$ cat config.mk
export PLATFORM = sky130hd
export DESIGN_NAME = bss_supervisor
export DESIGN_NICKNAME = d
export VERILOG_FILES = /design/src/design/bss_pkg.sv /design/src/design/bss_supervisor.sv
export SDC_FILE = /design/constraint.sdc
export NUM_CORES = 1
export LEC_CHECK = 0
export ABC_CLOCK_PERIOD_IN_PS = 2880
export BUFFER_PORTS_ARGS = -buffer_cell sky130_fd_sc_hd__buf_2
export CORE_ASPECT_RATIO = 1.1
export CORE_MARGIN = 2
export CORE_UTILIZATION = 30
export CTS_BUF_LIST = sky130_fd_sc_hd__clkbuf_2 sky130_fd_sc_hd__clkbuf_4 sky130_fd_sc_hd__clkbuf_8
export DETAILED_ROUTE_END_ITERATION = 7
export PLACE_DENSITY = 0.47
export RECOVER_POWER = 50
export SLEW_MARGIN = 20
export SYNTH_ARGS = -nofsm -noshare
export SYNTH_HDL_FRONTEND = slang
export SYNTH_SLANG_ARGS = --single-unit
$ cat constraint.sdc
create_clock -name clk -period 2.88 [get_ports clk]
set_input_delay 0.576 -clock clk [delete_from_list [all_inputs] [get_ports clk]]
set_output_delay 0.576 -clock clk [all_outputs]
set_load 0.01 [all_outputs]
$ cat src/design/bss_pkg.sv
// constants for the bit sync supervisor
package bss_pkg;

  localparam int unsigned CLK_HZ = 20_000_000;

  // times in their own units, cycle counts derived
  localparam int unsigned DEBOUNCE_MS = 10;
  localparam int unsigned DEBOUNCE_CYC = CLK_HZ / 1000 * DEBOUNCE_MS;
  localparam int unsigned LOCK_TMO_MS = 2000;
  localparam int unsigned LOCK_TMO_CYC = CLK_HZ / 1000 * LOCK_TMO_MS;
  localparam int unsigned CARD_RST_US = 100;
  localparam int unsigned CARD_RST_CYC = CLK_HZ / 1_000_000 * CARD_RST_US;
  localparam int unsigned PWR_OFF_MS = 500;
  localparam int unsigned PWR_OFF_CYC = CLK_HZ / 1000 * PWR_OFF_MS;
  localparam int unsigned RATE_WIN_MS = 4;
  localparam int unsigned RATE_WIN_CYC = CLK_HZ / 1000 * RATE_WIN_MS;

  localparam int unsigned RATE_EDGE_THR = 32;
  localparam int unsigned MAX_RESETS = 3;
  localparam int unsigned MAX_PWR = 2;
  localparam int unsigned LOCK_MISSES = 2;

  // card configuration byte
  localparam int unsigned CFG_RATE_BIT = 0;
  localparam int unsigned CFG_INV_BIT = 1;
  localparam logic AUTO_RATE_RST = 1'b1;

  // debounced switch index
  localparam int unsigned SW_HI = 0;
  localparam int unsigned SW_LO = 1;
  localparam int unsigned SW_INV = 2;
  localparam int unsigned SW_WD = 3;
  localparam int unsigned SW_BTN = 4;
  localparam int unsigned SW_N = 5;

  // register byte addresses
  localparam logic [7:0] REG_CTRL = 8'h00;
  localparam logic [7:0] REG_STATUS = 8'h04;
  localparam logic [7:0] REG_IRQ_STAT = 8'h08;
  localparam logic [7:0] REG_IRQ_MASK = 8'h0C;
  localparam logic [7:0] REG_COUNTS = 8'h10;
  localparam logic [7:0] REG_CARD_CFG = 8'h14;
  localparam int unsigned IRQ_W = 5;

  typedef enum logic [4:0] {
    WD_IDLE = 5'h01,
    WD_WAIT = 5'h02,
    WD_RESET = 5'h04,
    WD_POWER = 5'h08,
    WD_ERROR = 5'h10
  } bss_wd_t;

endpackage : bss_pkg

$ cat src/design/bss_supervisor.sv
// bit sync supervisor: switches, card config, frame search, watchdog, regs
////////////////////////////////////////////////////////////////////////////////
// Contract
// - write the card config after power-up and on every operator switch request.
// - fixed rate switch programs 32 kbps when high and 4 kbps when low.
// - centre position samples input rate after frame lock loss and programs it.
// - mismatch led lights while sampled rate differs from programmed rate.
// - search card output for the frame header, frame led lit while locked.
// - bit lock led lit while the card reports bit lock; the code also holds it off while card_power_en is low.
// - polarity switch selects normal or inverted card output.
// - watchdog recovery only while the watchdog switch is on.
// - binary count of watchdog card resets, cleared by any reset.
// - binary count of card power cycles, cleared by any reset.
// - error led lit when watchdog recovery cannot clear out-of-lock.
// - the front panel button soft resets the controller.
// - red leds for signal loss, overload and offset.
////////////////////////////////////////////////////////////////////////////////
//
// Our own choices: the register addresses and the Wishbone interface to the registers.
module bss_supervisor #(
  parameter int unsigned DEBOUNCE_CYC = bss_pkg::DEBOUNCE_CYC,
  parameter int unsigned LOCK_TMO_CYC = bss_pkg::LOCK_TMO_CYC,
  parameter int unsigned PWR_OFF_CYC = bss_pkg::PWR_OFF_CYC,
  parameter int unsigned RATE_WIN_CYC = bss_pkg::RATE_WIN_CYC,
  parameter int unsigned CARD_RST_CYC = bss_pkg::CARD_RST_CYC,
  parameter int unsigned MAX_RESETS = bss_pkg::MAX_RESETS,
  parameter int unsigned MAX_PWR = bss_pkg::MAX_PWR,
  parameter int unsigned CNT_W = 4,
  parameter int unsigned HDR_W = 16,
  parameter logic [HDR_W-1:0] HDR_PATTERN = 16'h1D2B,
  parameter int unsigned FRAME_BITS = 512
) (
  input wire logic clk,
  input wire logic reset_n,
  input wire logic wb_cyc,
  input wire logic wb_stb,
  input wire logic wb_we,
  input wire logic [7:0] wb_adr,
  input wire logic [3:0] wb_sel,
  input wire logic [31:0] wb_dat_w,
  output logic [31:0] wb_dat_r,
  output logic wb_ack,
  output logic irq,
  input wire logic rate_high_select,
  input wire logic rate_low_select,
  input wire logic sw_pol_inv,
  input wire logic sw_wd_en,
  input wire logic btn_reset,
  input wire logic in_data,
  input wire logic card_dclk,
  input wire logic card_data,
  input wire logic card_bit_lock,
  input wire logic card_loss,
  input wire logic card_overload,
  input wire logic card_offset,
  output logic card_wr,
  output logic [7:0] card_wdata,
  output logic card_reset,
  output logic card_power_en,
  output logic led_bit_lock,
  output logic led_frame_lock,
  output logic led_rate_mismatch,
  output logic led_error,
  output logic [CNT_W-1:0] led_reset_count,
  output logic [CNT_W-1:0] led_pwr_count,
  output logic led_loss,
  output logic led_overload,
  output logic led_offset
);

  localparam int unsigned DB_W = $clog2(DEBOUNCE_CYC + 1);
  localparam int unsigned RI = bss_pkg::CFG_RATE_BIT;

  if (CNT_W < 1 || CNT_W > 8 || HDR_W < 2 || FRAME_BITS <= HDR_W || FRAME_BITS > 65535
      || DEBOUNCE_CYC < 1 || MAX_RESETS > 255 || MAX_PWR > 255 || CARD_RST_CYC < 1
      || PWR_OFF_CYC < 1 || LOCK_TMO_CYC < 1 || RATE_WIN_CYC < 2) begin : g_bad
    $error("bss_supervisor: unsupported parameter values");
  end

  ////////////////////////////////////////////////////////////////////////////////
  // switch synchronise and debounce
  logic [bss_pkg::SW_N-1:0] sw_raw, sync1_r, sync2_r, db_r, db_nxt;
  logic sw_chg, soft_rst;

  assign sw_raw = {btn_reset, sw_wd_en, sw_pol_inv, rate_low_select, rate_high_select};

  for (genvar i = 0; i < bss_pkg::SW_N; i++) begin : g_db
    logic [DB_W-1:0] cnt_r, cnt_nxt;
    logic bit_nxt;
    always_comb begin
      cnt_nxt = '0;
      bit_nxt = db_r[i];
      if (sync2_r[i] != db_r[i]) begin
        cnt_nxt = cnt_r + 1'b1;
        // a change must hold a full debounce time
        if (cnt_r == DB_W'(DEBOUNCE_CYC - 1)) begin
          bit_nxt = sync2_r[i];
          cnt_nxt = '0;
        end
      end
    end
    always_ff @(posedge clk or negedge reset_n) begin
      if (!reset_n) begin
        cnt_r <= '0;
      end else begin
        cnt_r <= cnt_nxt;
      end
    end
    assign db_nxt[i] = bit_nxt;
  end

  always_ff @(posedge clk or negedge reset_n) begin
    if (!reset_n) begin
      sync1_r <= '0;
      sync2_r <= '0;
      db_r <= '0;
    end else begin
      sync1_r <= sw_raw;
      sync2_r <= sync1_r;
      db_r <= db_nxt;
    end
  end

  // operator request: any debounced change of rate or polarity switch
  assign sw_chg = (db_nxt[bss_pkg::SW_INV:0] != db_r[bss_pkg::SW_INV:0]);
  assign soft_rst = db_nxt[bss_pkg::SW_BTN] && !db_r[bss_pkg::SW_BTN];

  ////////////////////////////////////////////////////////////////////////////////
  // frame header search and input rate sampling
  logic [HDR_W-1:0] hdr_sh_r, hdr_sh_nxt, hdr_want;
  logic [15:0] fbit_r, fbit_nxt, edges_r, edges_nxt;
  logic [1:0] miss_r, miss_nxt;
  logic flock_r, flock_nxt, dclk_q_r, din_q_r, win_end;
  logic [31:0] win_r, win_nxt;
  logic meas_hi_r, meas_hi_nxt, meas_ok_r, meas_ok_nxt;
  logic [7:0] card_cfg_r;

  always_comb begin
    // inverted output carries the inverted header
    hdr_want = HDR_PATTERN ^ {HDR_W{card_cfg_r[bss_pkg::CFG_INV_BIT]}};
    hdr_sh_nxt = hdr_sh_r;
    fbit_nxt = fbit_r;
    miss_nxt = miss_r;
    flock_nxt = flock_r;
    if (card_dclk && !dclk_q_r) begin
      hdr_sh_nxt = {hdr_sh_r[HDR_W-2:0], card_data};
      fbit_nxt = fbit_r + 16'h0001;
      if (!flock_r) begin
        if (hdr_sh_nxt == hdr_want) begin
          flock_nxt = 1'b1;
          fbit_nxt = '0;
          miss_nxt = '0;
        end
      end else if (fbit_r == 16'(FRAME_BITS - 1)) begin
        fbit_nxt = '0;
        if (hdr_sh_nxt == hdr_want) begin
          miss_nxt = '0;
        end else if (miss_r == 2'(bss_pkg::LOCK_MISSES - 1)) begin
          flock_nxt = 1'b0; // one bad header is tolerated, not two
          miss_nxt = '0;
        end else begin
          miss_nxt = miss_r + 2'h1;
        end
      end
    end
    if (card_reset || !card_power_en) begin
      flock_nxt = 1'b0;
    end
    win_end = (win_r == 32'(RATE_WIN_CYC - 1));
    win_nxt = win_end ? '0 : win_r + 32'h0000_0001;
    edges_nxt = edges_r;
    if (win_end) begin
      edges_nxt = '0;
    end else if (in_data != din_q_r && edges_r != 16'hFFFF) begin
      edges_nxt = edges_r + 16'h0001;
    end
    // transitions per window separate the two rates
    meas_hi_nxt = win_end ? (edges_r >= 16'(bss_pkg::RATE_EDGE_THR)) : meas_hi_r;
    meas_ok_nxt = meas_ok_r || win_end;
  end

  always_ff @(posedge clk or negedge reset_n) begin
    if (!reset_n) begin
      hdr_sh_r <= '0;
      fbit_r <= '0;
      miss_r <= '0;
      flock_r <= 1'b0;
      dclk_q_r <= 1'b0;
      din_q_r <= 1'b0;
      win_r <= '0;
      edges_r <= '0;
      meas_hi_r <= 1'b0;
      meas_ok_r <= 1'b0;
    end else begin
      hdr_sh_r <= hdr_sh_nxt;
      fbit_r <= fbit_nxt;
      miss_r <= miss_nxt;
      flock_r <= flock_nxt;
      dclk_q_r <= card_dclk;
      din_q_r <= in_data;
      win_r <= win_nxt;
      edges_r <= edges_nxt;
      meas_hi_r <= meas_hi_nxt;
      meas_ok_r <= meas_ok_nxt;
    end
  end

  ////////////////////////////////////////////////////////////////////////////////
  // card configuration and watchdog
  bss_pkg::bss_wd_t wd_r, wd_nxt;
  logic [31:0] tmr_r, tmr_nxt;
  logic [7:0] att_rst_r, att_rst_nxt, att_pwr_r, att_pwr_nxt, cfg_nxt, want_cfg;
  logic [CNT_W-1:0] rst_cnt_r, rst_cnt_nxt, pwr_cnt_r, pwr_cnt_nxt;
  logic auto_r, auto_nxt, pend_r, pend_nxt, wr_nxt, refresh, wd_en, ool, reconf;

  always_comb begin
    wd_en = db_r[bss_pkg::SW_WD];
    ool = !flock_r;
    want_cfg = '0;
    want_cfg[RI] = db_r[bss_pkg::SW_HI] ? 1'b1 : db_r[bss_pkg::SW_LO] ? 1'b0 : auto_r;
    want_cfg[bss_pkg::CFG_INV_BIT] = db_r[bss_pkg::SW_INV];
    auto_nxt = auto_r;
    if (!db_r[bss_pkg::SW_HI] && !db_r[bss_pkg::SW_LO] && ool && win_end) begin
      auto_nxt = meas_hi_nxt;
    end
    wd_nxt = wd_r;
    tmr_nxt = tmr_r + 32'h0000_0001;
    att_rst_nxt = att_rst_r;
    att_pwr_nxt = att_pwr_r;
    rst_cnt_nxt = rst_cnt_r;
    pwr_cnt_nxt = pwr_cnt_r;
    refresh = 1'b0;
    unique case (wd_r)
      bss_pkg::WD_IDLE: begin
        tmr_nxt = '0;
        att_rst_nxt = '0;
        att_pwr_nxt = '0;
        if (wd_en && ool) wd_nxt = bss_pkg::WD_WAIT;
      end
      bss_pkg::WD_WAIT: begin
        if (!wd_en || !ool) begin
          wd_nxt = bss_pkg::WD_IDLE;
        end else if (tmr_r == 32'(LOCK_TMO_CYC - 1)) begin
          tmr_nxt = '0;
          if (att_rst_r < 8'(MAX_RESETS)) begin
            wd_nxt = bss_pkg::WD_RESET;
            att_rst_nxt = att_rst_r + 8'h01;
            rst_cnt_nxt = rst_cnt_r + 1'b1;
          end else if (att_pwr_r < 8'(MAX_PWR)) begin
            wd_nxt = bss_pkg::WD_POWER;
            att_pwr_nxt = att_pwr_r + 8'h01;
            pwr_cnt_nxt = pwr_cnt_r + 1'b1;
          end else begin
            wd_nxt = bss_pkg::WD_ERROR;
          end
        end
      end
      bss_pkg::WD_RESET: begin
        // switching the watchdog off cuts a recovery short
        if (!wd_en || tmr_r == 32'(CARD_RST_CYC - 1)) begin
          wd_nxt = bss_pkg::WD_WAIT;
          tmr_nxt = '0;
          refresh = 1'b1;
        end
      end
      bss_pkg::WD_POWER: begin
        if (!wd_en || tmr_r == 32'(PWR_OFF_CYC - 1)) begin
          wd_nxt = bss_pkg::WD_WAIT;
          tmr_nxt = '0;
          refresh = 1'b1;
        end
      end
      bss_pkg::WD_ERROR: begin
        tmr_nxt = '0;
        if (!wd_en || !ool) wd_nxt = bss_pkg::WD_IDLE;
      end
    endcase
    // card loses its setup in reset or power off, so hold writes off
    wr_nxt = pend_r && wd_r != bss_pkg::WD_RESET && wd_r != bss_pkg::WD_POWER;
    cfg_nxt = wr_nxt ? want_cfg : card_cfg_r;
    pend_nxt = (pend_r && !wr_nxt) || sw_chg || refresh || reconf
               || (want_cfg != cfg_nxt);
    if (soft_rst) begin
      wd_nxt = bss_pkg::WD_IDLE;
      tmr_nxt = '0;
      rst_cnt_nxt = '0;
      pwr_cnt_nxt = '0;
      auto_nxt = bss_pkg::AUTO_RATE_RST;
      pend_nxt = 1'b1;
    end
  end

  always_ff @(posedge clk or negedge reset_n) begin
    if (!reset_n) begin
      wd_r <= bss_pkg::WD_IDLE;
      tmr_r <= '0;
      att_rst_r <= '0;
      att_pwr_r <= '0;
      rst_cnt_r <= '0;
      pwr_cnt_r <= '0;
      auto_r <= bss_pkg::AUTO_RATE_RST;
      pend_r <= 1'b1; // power-up write
      card_wr <= 1'b0;
      card_cfg_r <= '0;
      card_reset <= 1'b0;
      card_power_en <= 1'b1;
    end else begin
      wd_r <= wd_nxt;
      tmr_r <= tmr_nxt;
      att_rst_r <= att_rst_nxt;
      att_pwr_r <= att_pwr_nxt;
      rst_cnt_r <= rst_cnt_nxt;
      pwr_cnt_r <= pwr_cnt_nxt;
      auto_r <= auto_nxt;
      pend_r <= pend_nxt;
      card_wr <= wr_nxt;
      card_cfg_r <= cfg_nxt;
      card_reset <= (wd_nxt == bss_pkg::WD_RESET);
      card_power_en <= (wd_nxt != bss_pkg::WD_POWER);
    end
  end

  assign card_wdata = card_cfg_r;
  assign led_frame_lock = flock_r;
  assign led_error = wd_r[4];
  assign led_reset_count = rst_cnt_r;
  assign led_pwr_count = pwr_cnt_r;

  ////////////////////////////////////////////////////////////////////////////////
  // panel leds, interrupts and wishbone slave
  logic [bss_pkg::IRQ_W-1:0] stat_r, stat_nxt, mask_r, mask_nxt, ev;
  logic [31:0] rd_nxt;
  logic hit, wr, bit_nxt, mis_nxt;

  always_comb begin
    bit_nxt = card_bit_lock && card_power_en;
    mis_nxt = meas_ok_r && (meas_hi_r != card_cfg_r[RI]);
    ev = {wd_nxt == bss_pkg::WD_ERROR && wd_r != bss_pkg::WD_ERROR,
          wd_nxt == bss_pkg::WD_POWER && wd_r != bss_pkg::WD_POWER,
          wd_nxt == bss_pkg::WD_RESET && wd_r != bss_pkg::WD_RESET,
          led_bit_lock && !bit_nxt,
          flock_r && !flock_nxt};
    hit = wb_cyc && wb_stb && !wb_ack;
    wr = hit && wb_we && wb_sel[0];
    reconf = wr && wb_adr == bss_pkg::REG_CTRL && wb_dat_w[0];
    mask_nxt = (wr && wb_adr == bss_pkg::REG_IRQ_MASK) ? wb_dat_w[bss_pkg::IRQ_W-1:0] : mask_r;
    stat_nxt = stat_r;
    if (wr && wb_adr == bss_pkg::REG_IRQ_STAT) begin
      stat_nxt = stat_r & ~wb_dat_w[bss_pkg::IRQ_W-1:0];
    end
    // an event in the clearing cycle survives
    stat_nxt = (soft_rst ? '0 : stat_nxt) | ev;
    rd_nxt = '0;
    if (hit && !wb_we) begin
      unique case (wb_adr)
        bss_pkg::REG_STATUS: rd_nxt[10:0] = {led_offset, led_overload, led_loss,
                                             !card_power_en, led_error, meas_ok_r,
                                             meas_hi_r, !db_r[0] && !db_r[1],
                                             led_rate_mismatch, flock_r, led_bit_lock};
        bss_pkg::REG_IRQ_STAT: rd_nxt[bss_pkg::IRQ_W-1:0] = stat_r;
        bss_pkg::REG_IRQ_MASK: rd_nxt[bss_pkg::IRQ_W-1:0] = mask_r;
        bss_pkg::REG_COUNTS: rd_nxt[15:0] = {8'(pwr_cnt_r), 8'(rst_cnt_r)};
        bss_pkg::REG_CARD_CFG: rd_nxt[7:0] = card_cfg_r;
        default: rd_nxt = '0; // control and unmapped read zero
      endcase
    end
  end

  always_ff @(posedge clk or negedge reset_n) begin
    if (!reset_n) begin
      led_bit_lock <= 1'b0;
      led_rate_mismatch <= 1'b0;
      led_loss <= 1'b0;
      led_overload <= 1'b0;
      led_offset <= 1'b0;
      stat_r <= '0;
      mask_r <= '0;
      wb_ack <= 1'b0;
      wb_dat_r <= '0;
    end else begin
      led_bit_lock <= bit_nxt;
      led_rate_mismatch <= mis_nxt;
      led_loss <= card_loss;
      led_overload <= card_overload;
      led_offset <= card_offset;
      stat_r <= stat_nxt;
      mask_r <= mask_nxt;
      wb_ack <= hit;
      wb_dat_r <= rd_nxt;
    end
  end

  assign irq = |(stat_r & mask_r);

  ////////////////////////////////////////////////////////////////////////////////
  // checks
  property p_fixed_rate;
    @(posedge clk) disable iff (!reset_n)
    card_wr && ($past(db_r[0]) || $past(db_r[1])) |-> card_wdata[RI] == $past(db_r[0]);
  endproperty
  a_fixed_rate: assert property (p_fixed_rate) else $error("fixed rate not programmed");

  property p_polarity;
    @(posedge clk) disable iff (!reset_n)
    card_wr |-> card_wdata[bss_pkg::CFG_INV_BIT] == $past(db_r[bss_pkg::SW_INV]);
  endproperty
  a_polarity: assert property (p_polarity) else $error("polarity not programmed");

  property p_sw_write;
    @(posedge clk) disable iff (!reset_n)
    sw_chg && !soft_rst && !db_r[bss_pkg::SW_WD] |-> ##[1:3] card_wr;
  endproperty
  a_sw_write: assert property (p_sw_write) else $error("switch change not written");

  property p_wd_inhibit;
    @(posedge clk) disable iff (!reset_n)
    $rose(card_reset) || $fell(card_power_en) |-> $past(db_r[bss_pkg::SW_WD]);
  endproperty
  a_wd_inhibit: assert property (p_wd_inhibit) else $error("recovery while disabled");

  property p_rst_count;
    @(posedge clk) disable iff (!reset_n)
    $rose(card_reset) |-> led_reset_count == CNT_W'($past(led_reset_count) + 1'b1);
  endproperty
  a_rst_count: assert property (p_rst_count) else $error("reset count wrong");

  property p_pwr_count;
    @(posedge clk) disable iff (!reset_n)
    $fell(card_power_en) |-> led_pwr_count == CNT_W'($past(led_pwr_count) + 1'b1);
  endproperty
  a_pwr_count: assert property (p_pwr_count) else $error("power count wrong");

  property p_escalate;
    @(posedge clk) disable iff (!reset_n)
    $rose(led_error) |-> att_rst_r == 8'(MAX_RESETS) && att_pwr_r == 8'(MAX_PWR);
  endproperty
  a_escalate: assert property (p_escalate) else $error("error before escalation");

  property p_soft_reset;
    @(posedge clk) disable iff (!reset_n)
    soft_rst |=> led_reset_count == '0 && led_pwr_count == '0 && !led_error ##1 card_wr;
  endproperty
  a_soft_reset: assert property (p_soft_reset) else $error("soft reset incomplete");

  property p_frame_lock;
    @(posedge clk) disable iff (!reset_n)
    $rose(led_frame_lock) |-> hdr_sh_r == $past(hdr_want);
  endproperty
  a_frame_lock: assert property (p_frame_lock) else $error("lock without header");

  property p_debounce;
    @(posedge clk) disable iff (!reset_n)
    db_r != $past(db_r) |-> $past(sync2_r, 2) == db_r;
  endproperty
  a_debounce: assert property (p_debounce) else $error("undebounced change");

endmodule : bss_supervisor

==> results of run 1 <==
## state kept, by name, indices dropped and copies added, names as in the netlist, 2 cells and up
| name | cells |
|---|---|
| edges_r | 16 |
| miss_r | 2 |
| db_r | 5 |
| sync2_r | 5 |
| hdr_sh_r | 15 |
| att_rst_r | 8 |
| win_r | 32 |
| att_pwr_r | 8 |
| led_reset_count | 4 |
| mask_r | 5 |
| sync1_r | 5 |
| wb_dat_r | 12 |
| g_db.cnt_r | 90 |
| fbit_r | 16 |
| stat_r | 5 |
| card_wdata | 8 |
| wd_r | 5 |
| led_pwr_count | 4 |
| tmr_r | 32 |
## synthesized netlist by cell type (12+ instances only)
| cell type | n |
|---|---|
| sky130_fd_sc_hd__xor2_1 | 93 |
| sky130_fd_sc_hd__nor2_1 | 219 |
| sky130_fd_sc_hd__nand3_1 | 94 |
| sky130_fd_sc_hd__nand2_1 | 145 |
| sky130_fd_sc_hd__inv_1 | 28 |
| sky130_fd_sc_hd__o21ai_0 | 30 |
| sky130_fd_sc_hd__and3_1 | 53 |
| sky130_fd_sc_hd__buf_4 | 20 |
| sky130_fd_sc_hd__nor3_1 | 35 |
| sky130_fd_sc_hd__a22oi_1 | 12 |
| sky130_fd_sc_hd__and2_1 | 29 |
| sky130_fd_sc_hd__a21oi_1 | 29 |
| sky130_fd_sc_hd__nand4_1 | 39 |
| sky130_fd_sc_hd__nor4_1 | 21 |
| sky130_fd_sc_hd__dfrtp_1 | 289 |
| sky130_fd_sc_hd__ha_1 | 14 |
| sky130_fd_sc_hd__clkbuf_1 | 35 |
| sky130_fd_sc_hd__xnor2_1 | 83 |
## worst paths after layout
check / startpoint / to
worst min-delay path: rate_high_select / sync1_r[0]
worst min register to register: sync1_r[1] / sync2_r[1]
max in group asynchronous: reset_n / led_offset
min in group asynchronous: reset_n / edges_r[15]
worst max register to register: tmr_r[18] / stat_r[3]
worst max-delay path: tmr_r[18] / stat_r[3]
## layout make-up
class	count	share of cell area (%)
timing repair buffer	108	4.18
inverter	28	0.653
sequential	293	45.6
antenna	1	0.0156
clock buffer	93	7.02
multi-input combinational	1034	37.8
clock inverter	4	0.156
tap	588	4.57
## cell usage in the layout, fill, tap and decap left out, types with 29 or more instances in the layout
| cell | n |
|---|---|
| sky130_fd_sc_hd__a21oi_1 | 29 |
| sky130_fd_sc_hd__dfrtp_1 | 289 |
| sky130_fd_sc_hd__buf_2 | 65 |
| sky130_fd_sc_hd__xnor2_1 | 83 |
| sky130_fd_sc_hd__nand3_1 | 94 |
| sky130_fd_sc_hd__xor2_1 | 93 |
| sky130_fd_sc_hd__nand2_1 | 145 |
| sky130_fd_sc_hd__o21ai_0 | 30 |
| sky130_fd_sc_hd__nor3_1 | 33 |
| sky130_fd_sc_hd__buf_4 | 30 |
| sky130_fd_sc_hd__clkbuf_8 | 69 |
| sky130_fd_sc_hd__nor2_1 | 219 |
| sky130_fd_sc_hd__and3_1 | 53 |
| sky130_fd_sc_hd__nand4_1 | 39 |
## report_power, final
group / leakage [nW] / total [W] / switching [W] / internal, W
Combinational: 2.95 / 0.000446 / 0.000281 / 0.000165
Sequential: 3.95 / 0.00441 / 0.000146 / 0.00427
Clock: 0.615 / 0.00417 / 0.00173 / 0.00244
Total: 7.51 / 0.00902 / 0.00215 / 0.00687
## metal layers
metal / track usage (%) / vias up / wire (microns)
met5: 0 / - / 0
met4: 4.26 / 0 / 724
met3: 2.40 / 56 / 1170
met2: 21.5 / 150 / 14200
met1: 18.2 / 4813 / 14900
li1: - / 4953 / -
## timing repair
action                                 4_1_cts  5_1_grt
endpoints found under the hold margin       59        0
gates resized for setup                      0        2
setup endpoints to repair                    0        2
hold buffers                                 1        0
## cell families after synthesis
logic type      after synthesis
compound gates               93
xor+xnor                    176
fa+ha+maj                    14
buf+inv                      84
flops                       293
mux                          17
other cells                   1
simple gates                714
## through the flow
| stage | cell area (sq um) | instances |
|---|---|---|
| after floorplan | 13800 | 1411 |
| after global placement | 15000 | 2050 |
| after detailed placement | 15000 | 2050 |
| after CTS | 16100 | 2148 |
| after global routing | 16100 | 2148 |
| final | 16100 | 2149 |
==> impl_metrics.json, run 1 <==
{
  "area.growth.synth_to_final_pct": 17.3,
  "groute.usage.overall_pct": 13.3,
  "final_min_period_over_clock_period_pct": 94.7,
  "io_buffer_count": 70,
  "failed_checks": "capacitance limit, slew limit",
  "finalSetupViolations": 0,
  "max-slew-margin-rel_pct": -19.1,
  "hold_viol_final": 0,
  "place_ws_ns": 0.132,
  "synth-main-ff-cell": "sky130_fd_sc_hd__dfrtp_1",
  "worst-path-max-fanout": 4,
  "tritoncts_clock_tree": "built",
  "pwr_density_cell_nw_per_um2": 561,
  "io_pins": 121,
  "fin_setup_tns_ns": 0,
  "xor_xnor_fraction_of_synth_area_pct": 11.2,
  "synth_compound_gate_area_share_pct": 4.12,
  "drt-vias-per-instance": 4.64,
  "cts_setup_buffers": 0,
  "worst_setup_path_end_kind": "flop",
  "worst_clock_skew_ns": 0.0278,
  "hold-path-cell-count": 1,
  "achievable-frequency_ghz": 0.367,
  "syn-mean-instance-area_sq_um": 9.86,
  "whs_ns": 0.0897,
  "ff2ff_path_depth": 7,
  "clock_path_buffers": 3,
  "cpLargestDelayFamily": "simple AND/OR/NAND/NOR gates",
  "arrival_ns": 3.24,
  "crit_cells": 7,
  "tightestPinTransition_ns": 1.79,
  "netlist.area_leader.share_pct": 52.7,
  "p_leak_nw": 7.51,
  "die_height_microns": 228,
  "reg2reg_slack_ns": 0.15,
  "floorplan.core_area_sq_um": 45300,
  "worstPathRequired_ns": 3.39,
  "postSynthCellCount": 1392,
  "synth_top_area_cell": "sky130_fd_sc_hd__dfrtp_1",
  "crit_slowest_cell": "sky130_fd_sc_hd__or4_4",
  "synthMuxAreaShare_pct": 1.34,
  "gpl.final_weighted_congestion": 0.854,
  "power.ir.vdd_worst_mv": 0.297,
  "overflow": 0,
  "synthArstFlopShare_pct": 100,
  "synth_simple_gate_area_share_pct": 25.7,
  "critPathMaxStageDelay_ns": 0.54,
  "run_status": "complete, but fails checks",
  "insertion_delay_ns": 0.60,
  "seq_area_sq_um": 7340,
  "multi_input_logic_area_sq_um": 6080,
  "grt_max_degree": 66,
  "die_x_microns": 208,
  "post-route-min-period_ns": 2.73,
  "timing.hold.worst.class": "input pin to flop",
  "dominant_combinational_cell_family_by_area_after_synthesis": "simple AND/OR/NAND/NOR gates",
  "worstSetupPathType": "flop to flop",
  "cts.reportedPaths.clkPinSlew_ns": 0.06,
  "synth_seq_cells": 293,
  "num_vias": 9972,
  "routed_wirelength_microns": 31000,
  "std_cell_rows": 82,
  "detail_route.first_pass.iterations": 5,
  "cts_root_buffer": "sky130_fd_sc_hd__clkbuf_8",
  "synthDistinctLibCells": 56,
  "dieArea_sq_um": 47500,
  "worstPathBufferInverterCount": 0,
  "cts.sinks": 293,
  "drt_first_iter_violations": 624,
  "start_kind": "flop",
  "post_synth_fa_ha_maj_area_fraction_pct": 1.28,
  "post_drt_wl_per_cell_microns": 14.4,
  "post_route_core_utilization_pct": 35.5,
  "grt_first_pass_wirelength_microns": 53100,
  "cts_made_buffers": 52,
  "n_fill_cell": 4664,
  "cap_violations": 1,
  "timing_max_transition_violations_final": 63,
  "first_global_vias": 10200,
  "grt_antenna_before_repair": 1,
  "totalPowerFinal_w": 0.00902,
  "synth_enable_flop_cells": 0,
  "post_layout_nets": 1592,
  "route.detailed.drc": 0,
  "ys_seq_area_share_pct": 53.5,
  "final_critical_path_setup_slack_ns": 0.152,
  "synth_warnings": 0,
  "start_util_pct": 30.3,
  "syn-cell-area_sq_um": 13700,
  "synth.area.top_cells": "sky130_fd_sc_hd__dfrtp_1 (53%), sky130_fd_sc_hd__nor2_1 (6.0%), sky130_fd_sc_hd__xor2_1 (5.9%), sky130_fd_sc_hd__xnor2_1 (5.3%), sky130_fd_sc_hd__nand2_1 (4.0%)",
  "crit_chain": "or4_4, or3_1, or3_4, nor4_4, a21oi_2, or4_1, o21ai_1",
  "dp.final_hpwl_microns": 21400,
  "h-tree-depth": 2,
  "drive_above_1_share_pct": 14.7,
  "ant_nets": 0
}
Note: power is estimated with default switching activity, not from simulation.
==> run 2: changes to the inputs <==
ABC_AREA = 1   (was default)
==> run 2 against run 1 <==
Against the previous run:
- the flow still finishes with violations (capacitance limit, slew limit)
- die area is 8.9% higher
- critical endpoint is now tmr_r[4]
- utilization is 0.33 points lower
- largest cell class unchanged
- power grew 1.5%
- hold slack got worse by 0.021 ns
- cell count grew 22%
- global-route usage up 1.4 points
- synthesized cell count is 29% higher
==> impl_metrics.json, run 2 <==
{
  "post-route-min-period_ns": 2.58,
  "drt-vias-per-instance": 4.53,
  "netlist.area_leader.share_pct": 48.3,
  "area.growth.synth_to_final_pct": 15.4,
  "worst_clock_skew_ns": 0.0442,
  "final_cell_mix": "sky130_fd_sc_hd__nand2_1 (298), sky130_fd_sc_hd__dfrtp_1 (289), sky130_fd_sc_hd__inv_1 (273)",
  "worstPathRequired_ns": 3.36,
  "cts_repair_resize_count": 0,
  "largest_register_ffs": 90,
  "post_drt_wl_per_cell_microns": 14.1,
  "dieArea_sq_um": 51700,
  "synth_enable_flop_cells": 0,
  "worst_setup_path_endpoint": "tmr_r[4]",
  "overflow": 0,
  "layout.cell_area.non_filler_sq_um": 17300,
  "worst_setup_path_end_kind": "flop",
  "synthArstFlopShare_pct": 100,
  "cpLargestDelayFamily": "compound AO/OA/AOI/OAI gates",
  "worst-path-max-fanout": 25,
  "pwr_density_cell_nw_per_um2": 530,
  "top_regs": "g_db.cnt_r: 90 flops, tmr_r: 32 flops, win_r: 32 flops",
  "failed_checks": "capacitance limit, slew limit",
  "io_pins": 121,
  "most_common_cell_on_crit_path": "sky130_fd_sc_hd__nand2_1",
  "hold_viol_final": 0,
  "grt_max_degree": 63,
  "reg2reg_from": "tmr_r[0]",
  "tritoncts_clock_tree": "built",
  "cts_made_buffers": 53,
  "finalSetupViolations": 0,
  "post-synth-top-count-cell": "sky130_fd_sc_hd__nand2_1",
  "postSynthCellCount": 1790,
  "crit_slowest_cell": "sky130_fd_sc_hd__o211ai_4",
  "ff2ff_path_depth": 10,
  "routed_wirelength_microns": 37000,
  "worstPathBufferInverterCount": 0,
  "p_leak_nw": 8.14,
  "final_min_period_over_clock_period_pct": 89.5,
  "crit_cells": 10,
  "multi_input_logic_area_sq_um": 6380,
  "n_fill_cell": 5160,
  "start_util_pct": 30.5,
  "synth.area.top_cells": "sky130_fd_sc_hd__dfrtp_1 (48%), sky130_fd_sc_hd__nand2_1 (7.5%), sky130_fd_sc_hd__inv_1 (6.8%), sky130_fd_sc_hd__nor2_1 (5.9%), sky130_fd_sc_hd__xor2_1 (4.1%)",
  "first_global_vias": 12100,
  "run_status": "complete, but fails checks",
  "critPathMaxStageDelay_ns": 0.81,
  "io_buffer_count": 70,
  "gpl.final_weighted_congestion": 0.868,
  "post_layout_nets": 1993,
  "largest_register": "g_db.cnt_r",
  "clock_path_buffers": 3,
  "cts_root_buffer": "sky130_fd_sc_hd__clkbuf_8",
  "detail_route.first_pass.iterations": 5,
  "die_height_microns": 238,
  "cts_setup_buffers": 0,
  "dp.final_hpwl_microns": 27200,
  "synth-main-ff-cell": "sky130_fd_sc_hd__dfrtp_1",
  "grt_first_pass_wirelength_microns": 61500,
  "synth_seq_cells": 293,
  "cap_violations": 1,
  "h-tree-depth": 2,
  "placedInstanceArea_sq_um": 16100,
  "insertion_delay_ns": 0.65,
  "crit_start": "tmr_r[0]",
  "crit_chain": "ha_1, nand2_1, nor2_4, nand3_1, nor2_1, nand2_1, nand2_1, o21ai_2, o211ai_4, a21oi_1",
  "power.ir.vdd_worst_mv": 0.250,
  "num_vias": 11800,
  "arrival_ns": 3.05,
  "timing.hold.worst.class": "input pin to flop",
  "start_kind": "flop",
  "die_x_microns": 217,
  "grt_setup_unrepaired": "no",
  "layout_commonest_cell": "sky130_fd_sc_hd__nand2_1",
  "reg2reg_slack_ns": 0.30,
  "groute.usage.overall_pct": 14.7,
  "floorplan.core_area_sq_um": 49100,
  "std_cell_rows": 85,
  "fin_setup_tns_ns": 0,
  "worstSetupPathType": "flop to flop",
  "max-slew-margin-rel_pct": -17.4,
  "seq_area_sq_um": 7340,
  "route.detailed.drc": 0,
  "timing_max_transition_violations_final": 60,
  "crit-reg2reg-capture": "tmr_r[4]",
  "cts_hold_buf": 2,
  "synthDistinctLibCells": 58,
  "cts.reportedPaths.clkPinSlew_ns": 0.06,
  "post_synth_most_frequent_cells": "sky130_fd_sc_hd__nand2_1 (298), sky130_fd_sc_hd__dfrtp_1 (289), sky130_fd_sc_hd__inv_1 (272)",
  "grt_antenna_before_repair": 2,
  "ant_nets": 0,
  "synth_warnings": 0,
  "syn-cell-area_sq_um": 15000,
  "drive_above_1_share_pct": 14.9,
  "synth_top_area_cell": "sky130_fd_sc_hd__dfrtp_1",
  "cts.sinks": 293,
  "syn-mean-instance-area_sq_um": 8.36,
  "tightestPinTransition_ns": 1.76,
  "drt_first_iter_violations": 696,
  "achievable-frequency_ghz": 0.388,
  "ys_seq_area_share_pct": 49.0
}
run 2: changes by cell type after synthesis, moves of 23 or more:
cell | previous run | this run
sky130_fd_sc_hd__inv_1 | 28 | 272
sky130_fd_sc_hd__nand2_1 | 145 | 298
sky130_fd_sc_hd__xnor2_1 | 83 | 17
sky130_fd_sc_hd__o21ai_0 | 30 | 81
sky130_fd_sc_hd__a21oi_1 | 29 | 78
sky130_fd_sc_hd__and3_1 | 53 | 6
sky130_fd_sc_hd__nor3_1 | 35 | 74
sky130_fd_sc_hd__nor2_2 | 0 | 37
sky130_fd_sc_hd__and2_1 | 29 | 0
sky130_fd_sc_hd__clkbuf_1 | 35 | 7
sky130_fd_sc_hd__xor2_1 | 93 | 70
run 2: worst min-delay path by stage:
stage | slack, ns | startpoint | depth (start not counted) | end
2_1_floorplan | 0.28 | reset_n | 0 | att_pwr_r[0]
3_3_place_gp | 0.35 | sync1_r[3] | 0 | sync2_r[3]
3_5_place_dp | 0.35 | sync1_r[3] | 0 | sync2_r[3]
4_1_cts | 0.008 | rate_high_select | 1 | sync1_r[0]
5_1_grt | 0.02 | card_overload | 1 | led_overload
6_report | 0.07 | rate_high_select | 1 | sync1_r[0]
run 2: stage by stage:
step                      std cells  total power [W]  hold WS (ns)  worst slack [ns]  utilization, %
final                          2615          0.00916        0.0685             0.304            35.2
after global routing           2615          0.00965        0.0180            0.0512            35.2
after CTS                      2613          0.00936       0.00755             0.234            35.2
after detailed placement       2513          0.00503         0.350             0.256            32.8
after global placement         2513          0.00501         0.346             0.305            32.8
after floorplan                1809          0.00480         0.280              1.03               -
run 2: kinds of logic (layout without fill, tap and decap cells):
kind of cell	Yosys count	in the layout	synth area share, %
XOR/XNOR	87	87	5.09
AND/OR/NAND/NOR	866	866	27.9
other	1	22	0.0250
flip-flops	293	293	49.0
AO/OA/AOI/OAI	209	209	7.93
multiplexers	1	1	0.0752
adder cells (fa/ha/maj)	14	14	1.17
buffers and inverters	319	471	8.75
run 2: where the power goes:
part	switching [W]	total, W	internal, W
registers	0.000110	0.00439	0.00428
logic	0.000372	0.000549	0.000177
clock network	0.00183	0.00422	0.00240
total	0.00231	0.00916	0.00685
run 2: worst reg2reg max path, delay by kind of cell, from the launching register on:
family	cells	cell delay [ns]
flops	1	0.39
fa+ha+maj	1	0.19
compound gates	3	1.03
simple gates	6	0.80
run 2: layer usage:
metal  vias to the layer above  wire, microns  GRT usage [%]
met2                       202          17600           24.7
li1                       5995              -              -
met5                         -              0              0
met4                         0            864           5.19
met1                      5589          16500           18.4
met3                        54           2030           3.76
run 2: final cells by class:
type / count / share of cell area, %
multi-input combinational: 1197 / 37.0
clock buffer: 86 / 6.31
sequential: 293 / 42.5
antenna: 2 / 0.0290
clock inverter: 12 / 0.406
inverter: 288 / 6.27
timing repair buffer: 85 / 2.83
tap: 652 / 4.72
